`config.mk`:
```
export PLATFORM = sky130hd
export DESIGN_NAME = bdc_ctrl_regs
export DESIGN_NICKNAME = d
export VERILOG_FILES = /design/src/pkg/bdc_pkg.sv /design/src/rtl/bdc_ctrl_regs.sv /design/src/rtl/bdc_gate_mux.sv
export SDC_FILE = /design/constraint.sdc
export NUM_CORES = 1
export LEC_CHECK = 0
export BUFFER_PORTS_ARGS = -buffer_cell sky130_fd_sc_hd__buf_2
export CAP_MARGIN = 20
export CORE_MARGIN = 2
export CORE_UTILIZATION = 55
export CTS_BUF_LIST = sky130_fd_sc_hd__clkbuf_16
export DETAILED_ROUTE_END_ITERATION = 6
export PLACE_DENSITY = 0.77
export SLEW_MARGIN = 20
export SYNTH_ARGS = -nofsm -noshare
export SYNTH_HDL_FRONTEND = slang
export SYNTH_SLANG_ARGS = --single-unit
export TNS_END_PERCENT = 5
```
`constraint.sdc`:
```
create_clock -name ref_clk -period 2.3 [get_ports ref_clk]
set_input_delay 0.115 -clock ref_clk [delete_from_list [all_inputs] [get_ports ref_clk]]
set_output_delay 0.115 -clock ref_clk [all_outputs]
set_load 0.1 [all_outputs]
```
`src/pkg/bdc_pkg.sv`:
```
// constants, register layouts and carriers of the bridge driver control registers
package bdc_pkg;

  // serial frame layout
  localparam int FRAME_W = 16;
  localparam int ADDR_W = 6;
  localparam int DATA_W = 8;
  localparam int FRAME_RW_BIT = 15;
  localparam int FRAME_ADDR_MSB = 14;
  localparam int FRAME_ADDR_LSB = 9;
  localparam int FRAME_READ_LOAD_COUNT = 8;
  localparam logic [4:0] FRAME_BITS = 5'h10;

  // register offsets
  localparam logic [ADDR_W-1:0] ADDR_CHIP_CONTROL = 6'h04;
  localparam logic [ADDR_W-1:0] ADDR_BRIDGE_CONTROL = 6'h05;
  localparam logic [ADDR_W-1:0] ADDR_HIGH_SIDE_GATE_CURRENT = 6'h06;

  // reset values
  localparam logic [DATA_W-1:0] RESET_CHIP_CONTROL = 8'h06;
  localparam logic [DATA_W-1:0] RESET_BRIDGE_CONTROL = 8'h00;
  localparam logic [DATA_W-1:0] RESET_HIGH_SIDE_GATE_CURRENT = 8'hff;

  // write guard codes
  localparam logic [2:0] GUARD_UNLOCK = 3'h3;
  localparam logic [2:0] GUARD_LOCK = 3'h6;

  // status byte returned in the first half of every frame
  localparam int STATUS_FAULT_BIT = 5;

  typedef enum logic [1:0] {
    SCHEME_HALF_BRIDGE = 2'h0,
    SCHEME_PHASE_ENABLE = 2'h1,
    SCHEME_PWM = 2'h2,
    SCHEME_SPLIT_SOLENOID = 2'h3
  } bdc_scheme_t;

  typedef struct packed {
    logic driver_enable;
    logic spread_clock_disable;
    logic input1_source_select;
    logic input2_source_select;
    logic [2:0] write_guard;
    logic fault_clear_strobe;
  } bdc_chip_control_t;

  typedef struct packed {
    logic gate_handshake_disable;
    bdc_scheme_t bridge_input_scheme;
    logic freewheel_side;
    logic soft_input1;
    logic soft_input2;
    logic soft_float1;
    logic soft_float2;
  } bdc_bridge_control_t;

  typedef struct packed {
    logic [3:0] hs_source_current_code;
    logic [3:0] hs_sink_current_code;
  } bdc_gate_current_t;

  // settings handed to the analog gate stages and clock generator
  typedef struct packed {
    logic driver_enable;
    logic spread_clock_disable;
    logic gate_handshake_disable;
    bdc_scheme_t bridge_input_scheme;
    logic freewheel_side;
    logic [3:0] hs_source_current_code;
    logic [3:0] hs_sink_current_code;
  } bdc_cfg_t;

  // resolved bridge inputs
  typedef struct packed {
    logic bridge_input1;
    logic bridge_input2;
    logic float1;
    logic float2;
    logic gate_pulldown;
  } bdc_bridge_t;

endpackage

```
`src/rtl/bdc_ctrl_regs.sv`:
```
// serial-access control registers of the bridge gate driver
//
// Contract
// RULE1 - driver enable low ignores inputs, pulldowns on
// RULE2 - spread clock disable bit turns modulation off
// RULE3 - input1 select picks pin or soft input1
// RULE4 - input2 select picks pin or soft input2
// RULE5 - guard code 011b unlocks control registers
// RULE6 - guard code 110b locks all but guard
// RULE7 - other guard codes keep lock; resets unlocked
// RULE8 - fault clear strobe clears faults, self-returns
// RULE9 - handshake disable bit selects dead-time timing
// RULE10 - scheme field selects bridge input interpretation
// RULE11 - freewheel side bit picks low or high
// RULE12 - soft input1 used only when selected
// RULE13 - soft input2 used only when selected
// RULE14 - half-bridge 1 floats on soft or pin
// RULE15 - half-bridge 2 floats on soft or pin
// RULE16 - high-side source current code, 16 steps
// RULE17 - high-side sink current code, 16 steps
// RULE18 - fault status bit mirrors fault output pin
// RULE19 - lock flag resets unlocked, guard codes only
`timescale 1ns/1ps
`default_nettype none

module bdc_ctrl_regs (
  // clock and reset
  input wire logic ref_clk,
  input wire logic rst,
  // serial port
  input wire logic spi_clk,
  input wire logic spi_select_n,
  input wire logic spi_data_in,
  output logic spi_data_out,
  output logic spi_data_out_oe_n,
  // bridge pins
  input wire logic bridge_input1_pin,
  input wire logic bridge_input2_pin,
  input wire logic float1_pin_low,
  input wire logic float2_pin_low,
  // fault latches
  input wire logic fault_active,
  output logic fault_clear,
  output logic fault_out_pin_low,
  // settings and resolved bridge inputs
  output bdc_pkg::bdc_cfg_t cfg,
  output bdc_pkg::bdc_bridge_t bridge
);

  typedef enum logic {
    BDC_IDLE,
    BDC_SHIFT
  } bdc_frame_state_t;

  // register storage
  bdc_pkg::bdc_chip_control_t chip_control;
  bdc_pkg::bdc_chip_control_t next_chip_control;
  bdc_pkg::bdc_bridge_control_t bridge_control;
  bdc_pkg::bdc_bridge_control_t next_bridge_control;
  bdc_pkg::bdc_gate_current_t high_side_gate_current;
  bdc_pkg::bdc_gate_current_t next_high_side_gate_current;
  logic locked;
  logic next_locked;
  logic next_fault_clear;
  logic next_fault_out_pin_low;
  bdc_pkg::bdc_cfg_t next_cfg;

  // serial frame state
  bdc_frame_state_t frame_state;
  bdc_frame_state_t next_frame_state;
  logic spi_clk_q;
  logic [bdc_pkg::FRAME_W-1:0] rx_shift;
  logic [bdc_pkg::FRAME_W-1:0] next_rx_shift;
  logic [4:0] bit_count;
  logic [4:0] next_bit_count;
  logic [bdc_pkg::DATA_W-1:0] read_data;
  logic [bdc_pkg::DATA_W-1:0] next_read_data;
  logic next_spi_data_out;
  logic next_spi_data_out_oe_n;

  logic clk_rise;
  logic clk_fall;
  logic frame_end;
  logic write_commit;
  logic [bdc_pkg::ADDR_W-1:0] frame_addr;
  logic [bdc_pkg::DATA_W-1:0] frame_data;
  logic [bdc_pkg::FRAME_W-1:0] tx_word;
  logic [bdc_pkg::DATA_W-1:0] status_byte;
  logic [3:0] tx_index;

  // register readback by offset, zero for unmapped offsets
  function automatic logic [bdc_pkg::DATA_W-1:0] read_reg(
    input logic [bdc_pkg::ADDR_W-1:0] addr,
    input bdc_pkg::bdc_chip_control_t cc,
    input bdc_pkg::bdc_bridge_control_t bc,
    input bdc_pkg::bdc_gate_current_t gc
  );
    logic [bdc_pkg::DATA_W-1:0] value;
    value = 8'h00;
    unique case (addr)
      bdc_pkg::ADDR_CHIP_CONTROL: value = cc;
      bdc_pkg::ADDR_BRIDGE_CONTROL: value = bc;
      bdc_pkg::ADDR_HIGH_SIDE_GATE_CURRENT: value = gc;
      default: value = 8'h00;
    endcase
    return value;
  endfunction

  // ---- serial frame engine ----
  always_comb
  begin
    clk_rise = spi_clk & ~spi_clk_q;
    clk_fall = ~spi_clk & spi_clk_q;
    frame_addr = rx_shift[bdc_pkg::FRAME_ADDR_MSB:bdc_pkg::FRAME_ADDR_LSB];
    frame_data = rx_shift[bdc_pkg::DATA_W-1:0];
    frame_end = (frame_state == BDC_SHIFT) & spi_select_n;
    // only frames of at least sixteen bits write; clocks past the sixteenth bit are ignored
    write_commit = frame_end & (bit_count == bdc_pkg::FRAME_BITS)
                   & ~rx_shift[bdc_pkg::FRAME_RW_BIT];
    status_byte = 8'h00;
    status_byte[bdc_pkg::STATUS_FAULT_BIT] = ~fault_out_pin_low; // RULE18
    tx_word = {status_byte, read_data};
    tx_index = 4'hf - bit_count[3:0];

    next_frame_state = frame_state;
    next_rx_shift = rx_shift;
    next_bit_count = bit_count;
    next_read_data = read_data;
    next_spi_data_out = spi_data_out;
    next_spi_data_out_oe_n = spi_data_out_oe_n;

    unique case (frame_state)
      BDC_IDLE:
      begin
        next_spi_data_out_oe_n = 1'b1;
        next_spi_data_out = 1'b0;
        if (!spi_select_n)
        begin
          next_frame_state = BDC_SHIFT;
          next_bit_count = 5'h00;
          next_read_data = 8'h00;
          next_spi_data_out_oe_n = 1'b0;
          next_spi_data_out = status_byte[bdc_pkg::DATA_W-1];
        end
      end
      BDC_SHIFT:
      begin
        if (spi_select_n)
        begin
          next_frame_state = BDC_IDLE;
          next_spi_data_out_oe_n = 1'b1;
          next_spi_data_out = 1'b0;
        end
        else
        begin
          if (clk_rise && bit_count != bdc_pkg::FRAME_BITS)
          begin
            next_rx_shift = {rx_shift[bdc_pkg::FRAME_W-2:0], spi_data_in};
            next_bit_count = bit_count + 5'h01;
            // address is complete after the eighth bit, sitting one above the lsb
            if (bit_count == 5'(bdc_pkg::FRAME_READ_LOAD_COUNT - 1))
              next_read_data = read_reg(
                next_rx_shift[bdc_pkg::FRAME_ADDR_MSB-bdc_pkg::FRAME_READ_LOAD_COUNT:
                              bdc_pkg::FRAME_ADDR_LSB-bdc_pkg::FRAME_READ_LOAD_COUNT],
                                        chip_control, bridge_control,
                                        high_side_gate_current);
          end
          if (clk_fall && bit_count != bdc_pkg::FRAME_BITS)
            next_spi_data_out = tx_word[tx_index];
        end
      end
    endcase
  end

  always_ff @(posedge ref_clk)
  begin
    if (rst)
    begin
      frame_state <= BDC_IDLE;
      spi_clk_q <= 1'b0;
      rx_shift <= 16'h0000;
      bit_count <= 5'h00;
      read_data <= 8'h00;
      spi_data_out <= 1'b0;
      spi_data_out_oe_n <= 1'b1;
    end
    else
    begin
      frame_state <= next_frame_state;
      spi_clk_q <= spi_clk;
      rx_shift <= next_rx_shift;
      bit_count <= next_bit_count;
      read_data <= next_read_data;
      spi_data_out <= next_spi_data_out;
      spi_data_out_oe_n <= next_spi_data_out_oe_n;
    end
  end

  // ---- control registers ----
  always_comb
  begin
    next_chip_control = chip_control;
    next_bridge_control = bridge_control;
    next_high_side_gate_current = high_side_gate_current;
    next_locked = locked;
    // strobe returns to zero on the same edge that sends out the clear pulse
    next_chip_control.fault_clear_strobe = 1'b0; // RULE8
    next_fault_clear = chip_control.fault_clear_strobe; // RULE8

    if (write_commit && frame_addr == bdc_pkg::ADDR_CHIP_CONTROL)
    begin
      // guard field always writable, lock flag follows only the two codes
      next_chip_control.write_guard = frame_data[3:1];
      if (frame_data[3:1] == bdc_pkg::GUARD_UNLOCK)
        next_locked = 1'b0; // RULE5 RULE19
      else if (frame_data[3:1] == bdc_pkg::GUARD_LOCK)
        next_locked = 1'b1; // RULE6 RULE19
      else
        next_locked = locked; // RULE7
      if (!locked)
      begin
        next_chip_control.driver_enable = frame_data[7];
        next_chip_control.spread_clock_disable = frame_data[6];
        next_chip_control.input1_source_select = frame_data[5];
        next_chip_control.input2_source_select = frame_data[4];
        // a new request wins over the self-return
        next_chip_control.fault_clear_strobe = frame_data[0]; // RULE8
      end
    end

    if (write_commit && !locked) // RULE6
    begin
      if (frame_addr == bdc_pkg::ADDR_BRIDGE_CONTROL)
        next_bridge_control = frame_data;
      if (frame_addr == bdc_pkg::ADDR_HIGH_SIDE_GATE_CURRENT)
        next_high_side_gate_current = frame_data; // RULE16 RULE17
    end

    next_fault_out_pin_low = ~fault_active;

    next_cfg.driver_enable = chip_control.driver_enable; // RULE1
    next_cfg.spread_clock_disable = chip_control.spread_clock_disable; // RULE2
    next_cfg.gate_handshake_disable = bridge_control.gate_handshake_disable; // RULE9
    next_cfg.bridge_input_scheme = bridge_control.bridge_input_scheme; // RULE10
    next_cfg.freewheel_side = bridge_control.freewheel_side; // RULE11
    next_cfg.hs_source_current_code = high_side_gate_current.hs_source_current_code; // RULE16
    next_cfg.hs_sink_current_code = high_side_gate_current.hs_sink_current_code; // RULE17
  end

  always_ff @(posedge ref_clk)
  begin
    if (rst)
    begin
      chip_control <= bdc_pkg::RESET_CHIP_CONTROL; // RULE7
      bridge_control <= bdc_pkg::RESET_BRIDGE_CONTROL;
      high_side_gate_current <= bdc_pkg::RESET_HIGH_SIDE_GATE_CURRENT;
      locked <= 1'b0; // RULE19
      fault_clear <= 1'b0;
      fault_out_pin_low <= 1'b1;
      cfg <= '0;
    end
    else
    begin
      chip_control <= next_chip_control;
      bridge_control <= next_bridge_control;
      high_side_gate_current <= next_high_side_gate_current;
      locked <= next_locked;
      fault_clear <= next_fault_clear;
      fault_out_pin_low <= next_fault_out_pin_low; // RULE18
      cfg <= next_cfg;
    end
  end

  // ---- bridge input resolution ----
  bdc_gate_mux u_gate_mux (
    .ref_clk(ref_clk),
    .rst(rst),
    .chip(chip_control),
    .bridge_ctl(bridge_control),
    .bridge_input1_pin(bridge_input1_pin),
    .bridge_input2_pin(bridge_input2_pin),
    .float1_pin_low(float1_pin_low),
    .float2_pin_low(float2_pin_low),
    .bridge(bridge)
  );

endmodule // bdc_ctrl_regs

`default_nettype wire

```
`src/rtl/bdc_gate_mux.sv`:
```
// input source selection and float resolution for the two half-bridges
`timescale 1ns/1ps
`default_nettype none

module bdc_gate_mux (
  // clock and reset
  input wire logic ref_clk,
  input wire logic rst,
  // register settings
  input wire bdc_pkg::bdc_chip_control_t chip,
  input wire bdc_pkg::bdc_bridge_control_t bridge_ctl,
  // pins
  input wire logic bridge_input1_pin,
  input wire logic bridge_input2_pin,
  input wire logic float1_pin_low,
  input wire logic float2_pin_low,
  // resolved outputs
  output var bdc_pkg::bdc_bridge_t bridge
);

  bdc_pkg::bdc_bridge_t next_bridge;
  logic in1;
  logic in2;
  logic half_mode;

  always_comb
  begin
    in1 = chip.input1_source_select ? bridge_ctl.soft_input1 : bridge_input1_pin; // RULE3 RULE12
    in2 = chip.input2_source_select ? bridge_ctl.soft_input2 : bridge_input2_pin; // RULE4 RULE13
    half_mode = (bridge_ctl.bridge_input_scheme == bdc_pkg::SCHEME_HALF_BRIDGE);
    next_bridge.float1 = half_mode & (bridge_ctl.soft_float1 | ~float1_pin_low); // RULE14
    next_bridge.float2 = half_mode & (bridge_ctl.soft_float2 | ~float2_pin_low); // RULE15
    next_bridge.bridge_input1 = in1 & ~next_bridge.float1;
    next_bridge.bridge_input2 = in2 & ~next_bridge.float2;
    next_bridge.gate_pulldown = 1'b0;
    if (!chip.driver_enable)
    begin
      // inputs ignored, passive pulldowns on
      next_bridge.bridge_input1 = 1'b0; // RULE1
      next_bridge.bridge_input2 = 1'b0;
      next_bridge.gate_pulldown = 1'b1; // RULE1
    end
  end

  always_ff @(posedge ref_clk)
  begin
    if (rst)
      bridge <= '{bridge_input1: 1'b0, bridge_input2: 1'b0, float1: 1'b0, float2: 1'b0,
                  gate_pulldown: 1'b1};
    else
      bridge <= next_bridge;
  end

endmodule // bdc_gate_mux

`default_nettype wire

```
=== After elaboration in Yosys (flattened, before gate mapping) ===
Index checks and enable logic that the tools add are counted.

* Register bits after elaboration: 79
* Output and inout port bits: 23

* $add $sub $neg: 2
* $lt $le $gt $ge: 1
* Eq/ne operators: 17
* Muxes and demuxes: 24
* Bitwise logic cells: 25
* Reduce and logical (&&, ||, !) cells: 16

{| class="wikitable"
|+ Operators with widths
! cell !! count
|-
| $eq A6 B3 Y1 const B || 6
|-
| $mux W8 || 4
|-
| $pmux W8 S3 || 1
|-
| $pmux W8 S2 || 1
|-
| $mux W5 || 3
|-
| $not A1 Y1 || 14
|-
| $mux W1 || 11
|-
| $pmux W5 S2 || 1
|-
| $and A1 B1 Y1 || 9
|-
| $reduce_and A2 Y1 || 4
|-
| $ne A2 B2 Y1 const B || 3
|-
| $reduce_and A3 Y1 || 2
|-
| $add A5 B1 Y5 const B || 1
|-
| $eq A5 B3 Y1 const B || 1
|-
| $eq A5 B5 Y1 const B || 1
|-
| $lt A4 B5 Y1 const B || 1
|-
| $ne A5 B5 Y1 const B || 1
|-
| $bmux W1 S4 || 1
|-
| $logic_and A1 B1 Y1 || 4
|-
| $ne A2 B1 Y1 const B || 2
|-
| $pmux W1 S2 || 2
|-
| $reduce_and A4 Y1 || 1
|-
| $sub A4 B4 Y4 const A || 1
|-
| $eq A3 B2 Y1 const B || 1
|-
| 8 further kinds || 9
|}

=== Longest topological paths before layout ===
Gate-level depths: netlist of run 1.

* Word-level depth: 6
* Depth in mapped cells: 9

=== By module ===
A second synthesis of run 1 with hierarchy kept.

* Cells, all modules: 345
* Area total of the unflattened synthesis: 3295.7 um2

{| class="wikitable"
|+ By module, submodules not included
! module !! times used !! cells an instance !! area each (um2) !! seq. area each (um2)
|-
| bdc_ctrl_regs || 1 || 330 || 3086.7 || 1481.4
|-
| bdc_gate_mux || 1 || 15 || 209.0 || 100.1
|}

=== Worst setup path after synthesis of run 1 ===
OpenSTA, ideal clock, no wires.

* Path kind: register to register
* Start point: register bit_count[0]
* End point: register rx_shift[1] in the netlist's numbering
* Library setup time: 70 ps
* Arrival: 1867 ps
* Path slack: 363 ps
* Cell stages (with the launch flop): 9
* Path buffers: 2
* Period minus slack after synthesis: 1937 ps
* Path through: dfxtp_1 > clkbuf_1 > inv_1 > ha_1 > and4bb_2 > nor3b_2 > buf_2 > nand2_1 > a21oi_1

* Longest elaborated chain between the ends: 3

{| class="wikitable"
|+ RTL lines
! element !! RTL line !! source
|-
| start: declaration || bdc_ctrl_regs.sv:74 || <nowiki>logic [4:0] bit_count;</nowiki>
|-
| start signal: assignment || bdc_ctrl_regs.sv:192 || <nowiki>bit_count <= next_bit_count;</nowiki>
|-
| $ne A5 B5 Y1 || bdc_ctrl_regs.sv:156 || <nowiki>if (clk_rise && bit_count != bdc_pkg::FRAME_BITS)</nowiki>
|-
| $logic_and A1 B1 Y1 || bdc_ctrl_regs.sv:156 ||
|-
| $reduce_and A3 Y1 (no source line) || -- ||
|-
| end signal: assignment || bdc_ctrl_regs.sv:191 || <nowiki>rx_shift <= next_rx_shift;</nowiki>
|-
| end: declaration || bdc_ctrl_regs.sv:72 || <nowiki>logic [bdc_pkg::FRAME_W-1:0] rx_shift;</nowiki>
|}

Every way passes these cells.
A chain may end at the register's enable or synchronous reset.

=== Worst setup path after layout of run 1 ===
* Start point: register bit_count[0]
* End point: register high_side_gate_current[1] in the netlist's numbering

* Longest elaborated chain between the ends: 5

{| class="wikitable"
|+ RTL lines
! element !! RTL line !! source
|-
| $eq A5 B5 Y1 || bdc_ctrl_regs.sv:118 || <nowiki>write_commit = frame_end & (bit_count == bdc_pkg::FRAME_BITS)</nowiki>
|-
| $and A1 B1 Y1 || bdc_ctrl_regs.sv:118 ||
|-
| $and A1 B1 Y1 || bdc_ctrl_regs.sv:119 || <nowiki>& ~rx_shift[bdc_pkg::FRAME_RW_BIT];</nowiki>
|-
| $logic_and A1 B1 Y1 || bdc_ctrl_regs.sv:231 || <nowiki>if (write_commit && !locked)</nowiki>
|-
| $reduce_and A2 Y1 (no source line) || -- ||
|-
| end signal: assignment || bdc_ctrl_regs.sv:256 || <nowiki>high_side_gate_current <= bdc_pkg::RESET_HIGH_SIDE_GATE_CURRENT;</nowiki>
|-
| end signal: assignment || bdc_ctrl_regs.sv:266 || <nowiki>high_side_gate_current <= next_high_side_gate_current;</nowiki>
|-
| end: declaration || bdc_ctrl_regs.sv:60 || <nowiki>bdc_pkg::bdc_gate_current_t high_side_gate_current;</nowiki>
|}

Every way passes these cells.

==> results of run 1 <==
==> cells in the final DEF, fill, tap and decap left out, drive strengths merged, types with 4 or more instances in the layout <==
master	synthesis	layout
nand3	8	8
nor3b	4	4
nor3	7	7
buf	11	39
nor2b	18	18
a21oi	26	26
a32oi	9	9
mux2i	28	28
o21ai	9	9
dfxtp	79	79
a21o	4	4
clkbuf	12	9
o2bb2ai	8	8
nor2	29	29
nand2	39	39
inv	10	12
nand2b	13	13
a211oi	4	4
==> how the worst max path moves through the flow <==
stage | endpoint | slack (ns) | cells after the start
final | high_side_gate_current[1]$_SDFFE_PP1P_ | 0.17 | 6
after global routing | high_side_gate_current[1]$_SDFFE_PP1P_ | 0.06 | 6
after CTS | high_side_gate_current[1]$_SDFFE_PP1P_ | 0.06 | 6
after detailed placement | high_side_gate_current[1]$_SDFFE_PP1P_ | 0.09 | 6
after global placement | high_side_gate_current[5]$_SDFFE_PP1P_ | 0.27 | 6
after floorplan | rx_shift[1]$_SDFFE_PP0P_ | 0.36 | 8
==> layer usage <==
metal / GRT usage / vias to the layer above / part of all wire
li1: - / 1281 / -
met1: 0.327 / 1176 / 0.48
met2: 0.348 / 58 / 0.45
met3: 0.0449 / 11 / 0.043
met4: 0.0983 / 0 / 0.022
met5: 0 / - / 0
==> per-stage QoR <==
stage	std cells	setup slack, ns	area [sq um]
detailed placement	437	0.0860	3430
global placement	437	0.274	3430
finish	454	0.173	3750
floorplan	349	0.363	3240
CTS	454	0.0571	3750
global route	454	0.0607	3750
==> state kept, by name (all words and copies together), names as in the netlist, 5 cells and up <==
name / count
rx_shift: 16
cfg: 14
bridge_control: 8
chip_control: 7
read_data: 8
bit_count: 5
high_side_gate_current: 8
u_gate_mux.bridge: 5
==> repair_timing <==
action | 4_1_cts | 5_1_grt
resized for setup | 0 | 1
hold endpoints to repair | 1 | 0
setup endpoints to repair | 0 | 8
hold buffers | 1 | 0
==> power by group through the flow <==
stage	clock network [mW]	logic (mW)	registers, mW
after CTS	1.47	0.177	1.39
after global routing	1.53	0.187	1.39
after detailed placement	0	0.175	1.42
after floorplan	0	0.0583	1.50
final	1.45	0.177	1.39
after global placement	0	0.175	1.42
==> kinds of logic (layout without fill, tap and decap cells) <==
group / count (synthesis) / count (layout)
buffers and inverters: 33 / 66
multiplexers: 29 / 29
AND/OR/NAND/NOR: 138 / 138
AO/OA/AOI/OAI: 68 / 68
adder cells (fa/ha/maj): 2 / 2
flip-flops: 79 / 79
==> area by class of cell <==
class | count | area, sq um | share of cell area
Sequential cell | 79 | 1580 | 0.422
Multi-Input combinational cell | 237 | 1510 | 0.403
Clock buffer | 9 | 225 | 0.0601
Timing Repair Buffer | 40 | 223 | 0.0594
Tap cell | 72 | 90.1 | 0.0240
Clock inverter | 7 | 80.1 | 0.0214
Inverter | 10 | 37.5 | 0.0100
==> tightest hold or removal path, stage by stage <==
cell and delay (ns):
buf_2 0.10, nand2_1 0.06, a21oi_1 0.06
==> metrics.md, run 1 <==
| Metric | Value |
|---|---|
| Status | `completed` |
| Vert. Die Dim | `80.7 um` |
| Wire per inst | `15.1 um` |
| Crit path launch | `bit_count[0]$_SDFFE_PP0P_` |
| Starting Density | `0.577` |
| Crit. End Element | `flop` |
| CP Buf/Inv Count | `1` |
| Yosys top cell area share | `0.489` |
| CP arrival | `2.37 ns` |
| Area grow syn2layout | `15.9%` |
| Main combinational cell family by area after synthesis | `simple AND/OR/NAND/NOR gates` |
| Cell Chain, Critical Path | `inv_1, ha_1, and4bb_2, and3_1, and4_2, mux2i_1` |
| Synth Area in Compound Gates | `0.141` |
| Share of post-route cells with drive strength above 1 | `0.154` |
| Total power | `3.02 mW` |
| Largest net degree at the start of global routing | `42` |
| Mux contribution to synthesized area | `0.0901` |
| Util after Layout | `0.669` |
| Worst-path clk slew | `0.06 ns` |
| Yosys cell types | `42` |
| Sequential fraction of the synthesis area | `0.489` |
| Min-Delay Endpoint | `rx_shift[0]$_SDFFE_PP0P_` |
| Hold Slack | `0.0602 ns` |
| Simple-Gate Fraction of Synth Area | `0.228` |
| Setup Skew | `0.00457 ns` |
| Dominant synthesized flop cell | `dfxtp_1` |
| Ports | `33` |
| Net Switching | `664 uW` |
| Post-synth EDFFs | `0` |
| Core Rows | `27` |
| Final nets | `389` |
| Worst skew pair latency | `0.33 ns` |
| CTS max path bufs | `2` |
| Final wirelength | `6.88 mm` |
| Tmin final | `2.13 ns` |
| Mapped cell area | `0.00324 sq mm` |
| Ys async rst share | `0` |
| Count leader, synth | `dfxtp_1` |
| Routability Congestion | `0.848` |
| Sw Share | `0.220` |
| Post-synth top cells | `dfxtp_1, nand2_1, nor2_1` |
| Endpoints failing hold | `0` |
| CTS Sinks | `79` |
| Period Utilization, post-route | `0.925` |
| R2R Setup Slk | `0.17 ns` |
| Vias in the first global route | `2344` |
| Sequential fraction of design power | `0.461` |
| R2R Path End | `high_side_gate_current[1]$_SDFFE_PP1P_` |
| Post-synth top area cell | `dfxtp_1` |
| Die W | `80.7 um` |
| Total track usage | `0.232` |
| Initial antenna violation count | `0` |
| Crit path kind | `reg -> reg` |
| Setup TNS | `0 ns` |
| Slowest Stage Delay on Critical Path | `0.45 ns` |
| Number of max-cap violations | `0` |
| Core ar. | `0.00561 sq mm` |
| Die area | `0.00651 sq mm` |
| Vias per cell | `5.56` |
| Post-synthesis net count | `361` |
| First-pass GRT wire length | `11.5 mm` |
| Leakage | `1.40 nW` |
| Synth warn | `0` |
| Number of remaining DRC errors | `0` |
| Hold Crit Start | `spi_data_in` |
| Fill cell count | `449` |
| IO buf count | `32` |
| Crit Path Max Fanout | `8` |
| Peak supply drop | `487 uV` |
| Power per cell area | `805 mW/mm^2` |
| Synth Area in Adders | `0.00773` |
| Antenna cell count | `0` |
| Worst EP required | `2.54 ns` |
| HP Class | `in -> reg` |
| Worst slew margin | `0.561` |
| Clk pwr share | `0.481` |
| Int Power | `2.35 mW` |
| Slowest-stage cell, CP | `and4_2` |
| H-tree levels | `3` |
| Root Driver | `clkbuf_16` |
| Fmax | `0.470 GHz` |
| Xor/xnor share of the synthesized area | `0` |
| Routed Antenna Nets | `0` |
| Syn_area_per_cell | `9.27 sq um` |
| Max Slew Vio Count | `0` |
| Setup violators final | `0` |
| Top post-synthesis cells by area | `dfxtp_1, mux2i_1, nand2_1, a21oi_1, nor2b_1` |
| Drt pass-1 iters | `4` |
| Post-CTS setup buffers | `0` |
| Post-synthesis cell count | `349` |
| Reg2reg path depth | `6` |
| Worst Tran Pin Value | `0.657 ns` |
| Delay-heaviest family, CP | `simple AND/OR/NAND/NOR gates` |
| Hold depth | `3` |
| Comb pwr share | `0.059` |
| Routed via count | `2526` |
| Worst r2r src | `bit_count[0]$_SDFFE_PP0P_` |
| TritonCTS clock tree | `done` |
| Detailed placement HPWL | `4.80 mm` |
| Starting DRC count in detailed routing | `163` |
| Number of synthesized register bits | `79` |
| Startpoint types | `flop` |
| RSZ-0062 raised after global routing | `no` |
| Total CTS buffers | `9` |
| Congestion Overflow GR | `0` |
(Power assumes the default switching activity.)
==> inputs of run 2 (changes only) <==
Settings changed: CORE_MARGIN 2 to 5, REMOVE_ABC_BUFFERS set to 1.
==> metrics.md, run 2 (synthesized netlist as in run 1, its figures left out) <==
| Metric | Value |
|---|---|
| Antenna cell count | `0` |
| Commonest non-fill, non-tap cell in the layout | `dfxtp_1` |
| HP Class | `in -> reg` |
| Detailed placement HPWL | `5.03 mm` |
| First-pass GRT wire length | `12.0 mm` |
| Setup TNS | `0 ns` |
| CTS Sinks | `79` |
| Worst-path clk slew | `0.06 ns` |
| Routed via count | `2572` |
| Fill cell count | `481` |
| Vias per cell | `5.62` |
| Status | `completed` |
| Endpoints failing hold | `0` |
| Final nets | `391` |
| Reg area | `0.00158 sq mm` |
| Starting DRC count in detailed routing | `136` |
| Final worst slack | `0.300 ns` |
| Most frequent cells in the layout | `dfxtp_1, nand2_1, buf_2` |
| Setup violators final | `0` |
| Worst slew margin | `0.522` |
| Crit. End Element | `flop` |
| Setup Skew | `0.00653 ns` |
| IO buf count | `32` |
| Drt pass-1 iters | `4` |
| Worst Tran Pin Value | `0.718 ns` |
| Starting Density | `0.556` |
| TritonCTS clock tree | `done` |
| CP arrival | `2.22 ns` |
| Largest register FFs | `16` |
| Crit path kind | `reg -> reg` |
| Tmin final | `2.00 ns` |
| Congestion Overflow GR | `0` |
| Startpoint types | `flop` |
| Power per cell area | `836 mW/mm^2` |
| Wire per inst | `15.9 um` |
| Die W | `86.7 um` |
| Largest register by flop count | `rx_shift` |
| Period Utilization, post-route | `0.869` |
| Core Rows | `28` |
| Routed Antenna Nets | `0` |
| Root Driver | `clkbuf_16` |
| Largest net degree at the start of global routing | `39` |
| CTS max path bufs | `2` |
| Fmax | `0.500 GHz` |
| Total track usage | `0.207` |
| Core ar. | `0.00582 sq mm` |
| Initial antenna violation count | `0` |
| Post_cts resized | `0` |
| Worst EP required | `2.52 ns` |
| R2R Setup Slk | `0.30 ns` |
| Vert. Die Dim | `86.7 um` |
| Final wirelength | `7.28 mm` |
| Number of max-cap violations | `0` |
| H-tree levels | `3` |
| Peak supply drop | `487 uV` |
| Top flop regs | `rx_shift x16, cfg x14` |
| Area of the multi-input gates | `0.00151 sq mm` |
| Max Slew Vio Count | `0` |
| RSZ-0062 raised after global routing | `no` |
| Routability Congestion | `0.875` |
| Crit Path Max Fanout | `8` |
| Number of remaining DRC errors | `0` |
| Total power | `3.17 mW` |
| Leakage | `1.41 nW` |
| DP Worst Slack | `0.310 ns` |
| Ports | `33` |
| Worst skew pair latency | `0.34 ns` |
| Share of post-route cells with drive strength above 1 | `0.164` |
| Area grow syn2layout | `17.4%` |
| Total CTS buffers | `9` |
| Die area | `0.00752 sq mm` |
| Vias in the first global route | `2457` |
[run 2: routing by layer]
layer	track usage	routed length, um	up-vias
met3	0.0475	417	17
met2	0.325	3380	63
li1	-	-	1285
met4	0.115	197	0
met5	0	0	-
met1	0.262	3280	1207
[run 2: final timing paths]
| path | startpoint | endpoint | depth (start not counted) |
|---|---|---|---|
| worst max-delay path | bit_count[0]$_SDFFE_PP0P_ | high_side_gate_current[5]$_SDFFE_PP1P_ | 7 |
| worst min-delay path | spi_clk | spi_clk_q$_SDFF_PP0_ | 2 |
| worst max register to register | bit_count[0]$_SDFFE_PP0P_ | high_side_gate_current[5]$_SDFFE_PP1P_ | 7 |
| worst min register to register | rx_shift[8]$_SDFFE_PP0P_ | rx_shift[9]$_SDFFE_PP0P_ | 2 |
[run 2: area by class of cell]
cell class,instances,area share
clock buffer,9,0.0593
clock inverter,6,0.0290
inverter,10,0.00988
multi-input combinational,237,0.398
sequential,79,0.416
tap,75,0.0247
timing repair buffer,42,0.0626
[run 2: repair_timing]
item | 4_1_cts | 5_1_grt
setup endpoints to repair | 0 | 0
buffers inserted | 0 | 0
endpoints found under the hold margin | 1 | 0
hold buffers | 1 | 0
[run 2: critical path, cell delays in order (launching register included)]
cell and delay (ns):
dfxtp_1 0.48, inv_1 0.13, ha_1 0.23, and4bb_2 0.27
and3_1 0.25, and4_1 0.22, buf_4 0.18, mux2i_1 0.12
[run 2: per-stage QoR]
step,instance area [sq um],std cells,utilization,hold WS [ns]
after detailed placement,3450,442,0.594,0.292
after global routing,3800,458,0.653,0.0509
final,3800,458,0.653,0.0451
after floorplan,3130,326,-,0.184
after CTS,3800,458,0.653,0.0435
after global placement,3450,442,0.594,0.283
[run 2: report_power, final]
group,switching (mW),internal [mW],total [mW]
registers,0.00581,1.38,1.39
clock network,0.552,1.05,1.60
logic,0.142,0.0395,0.181
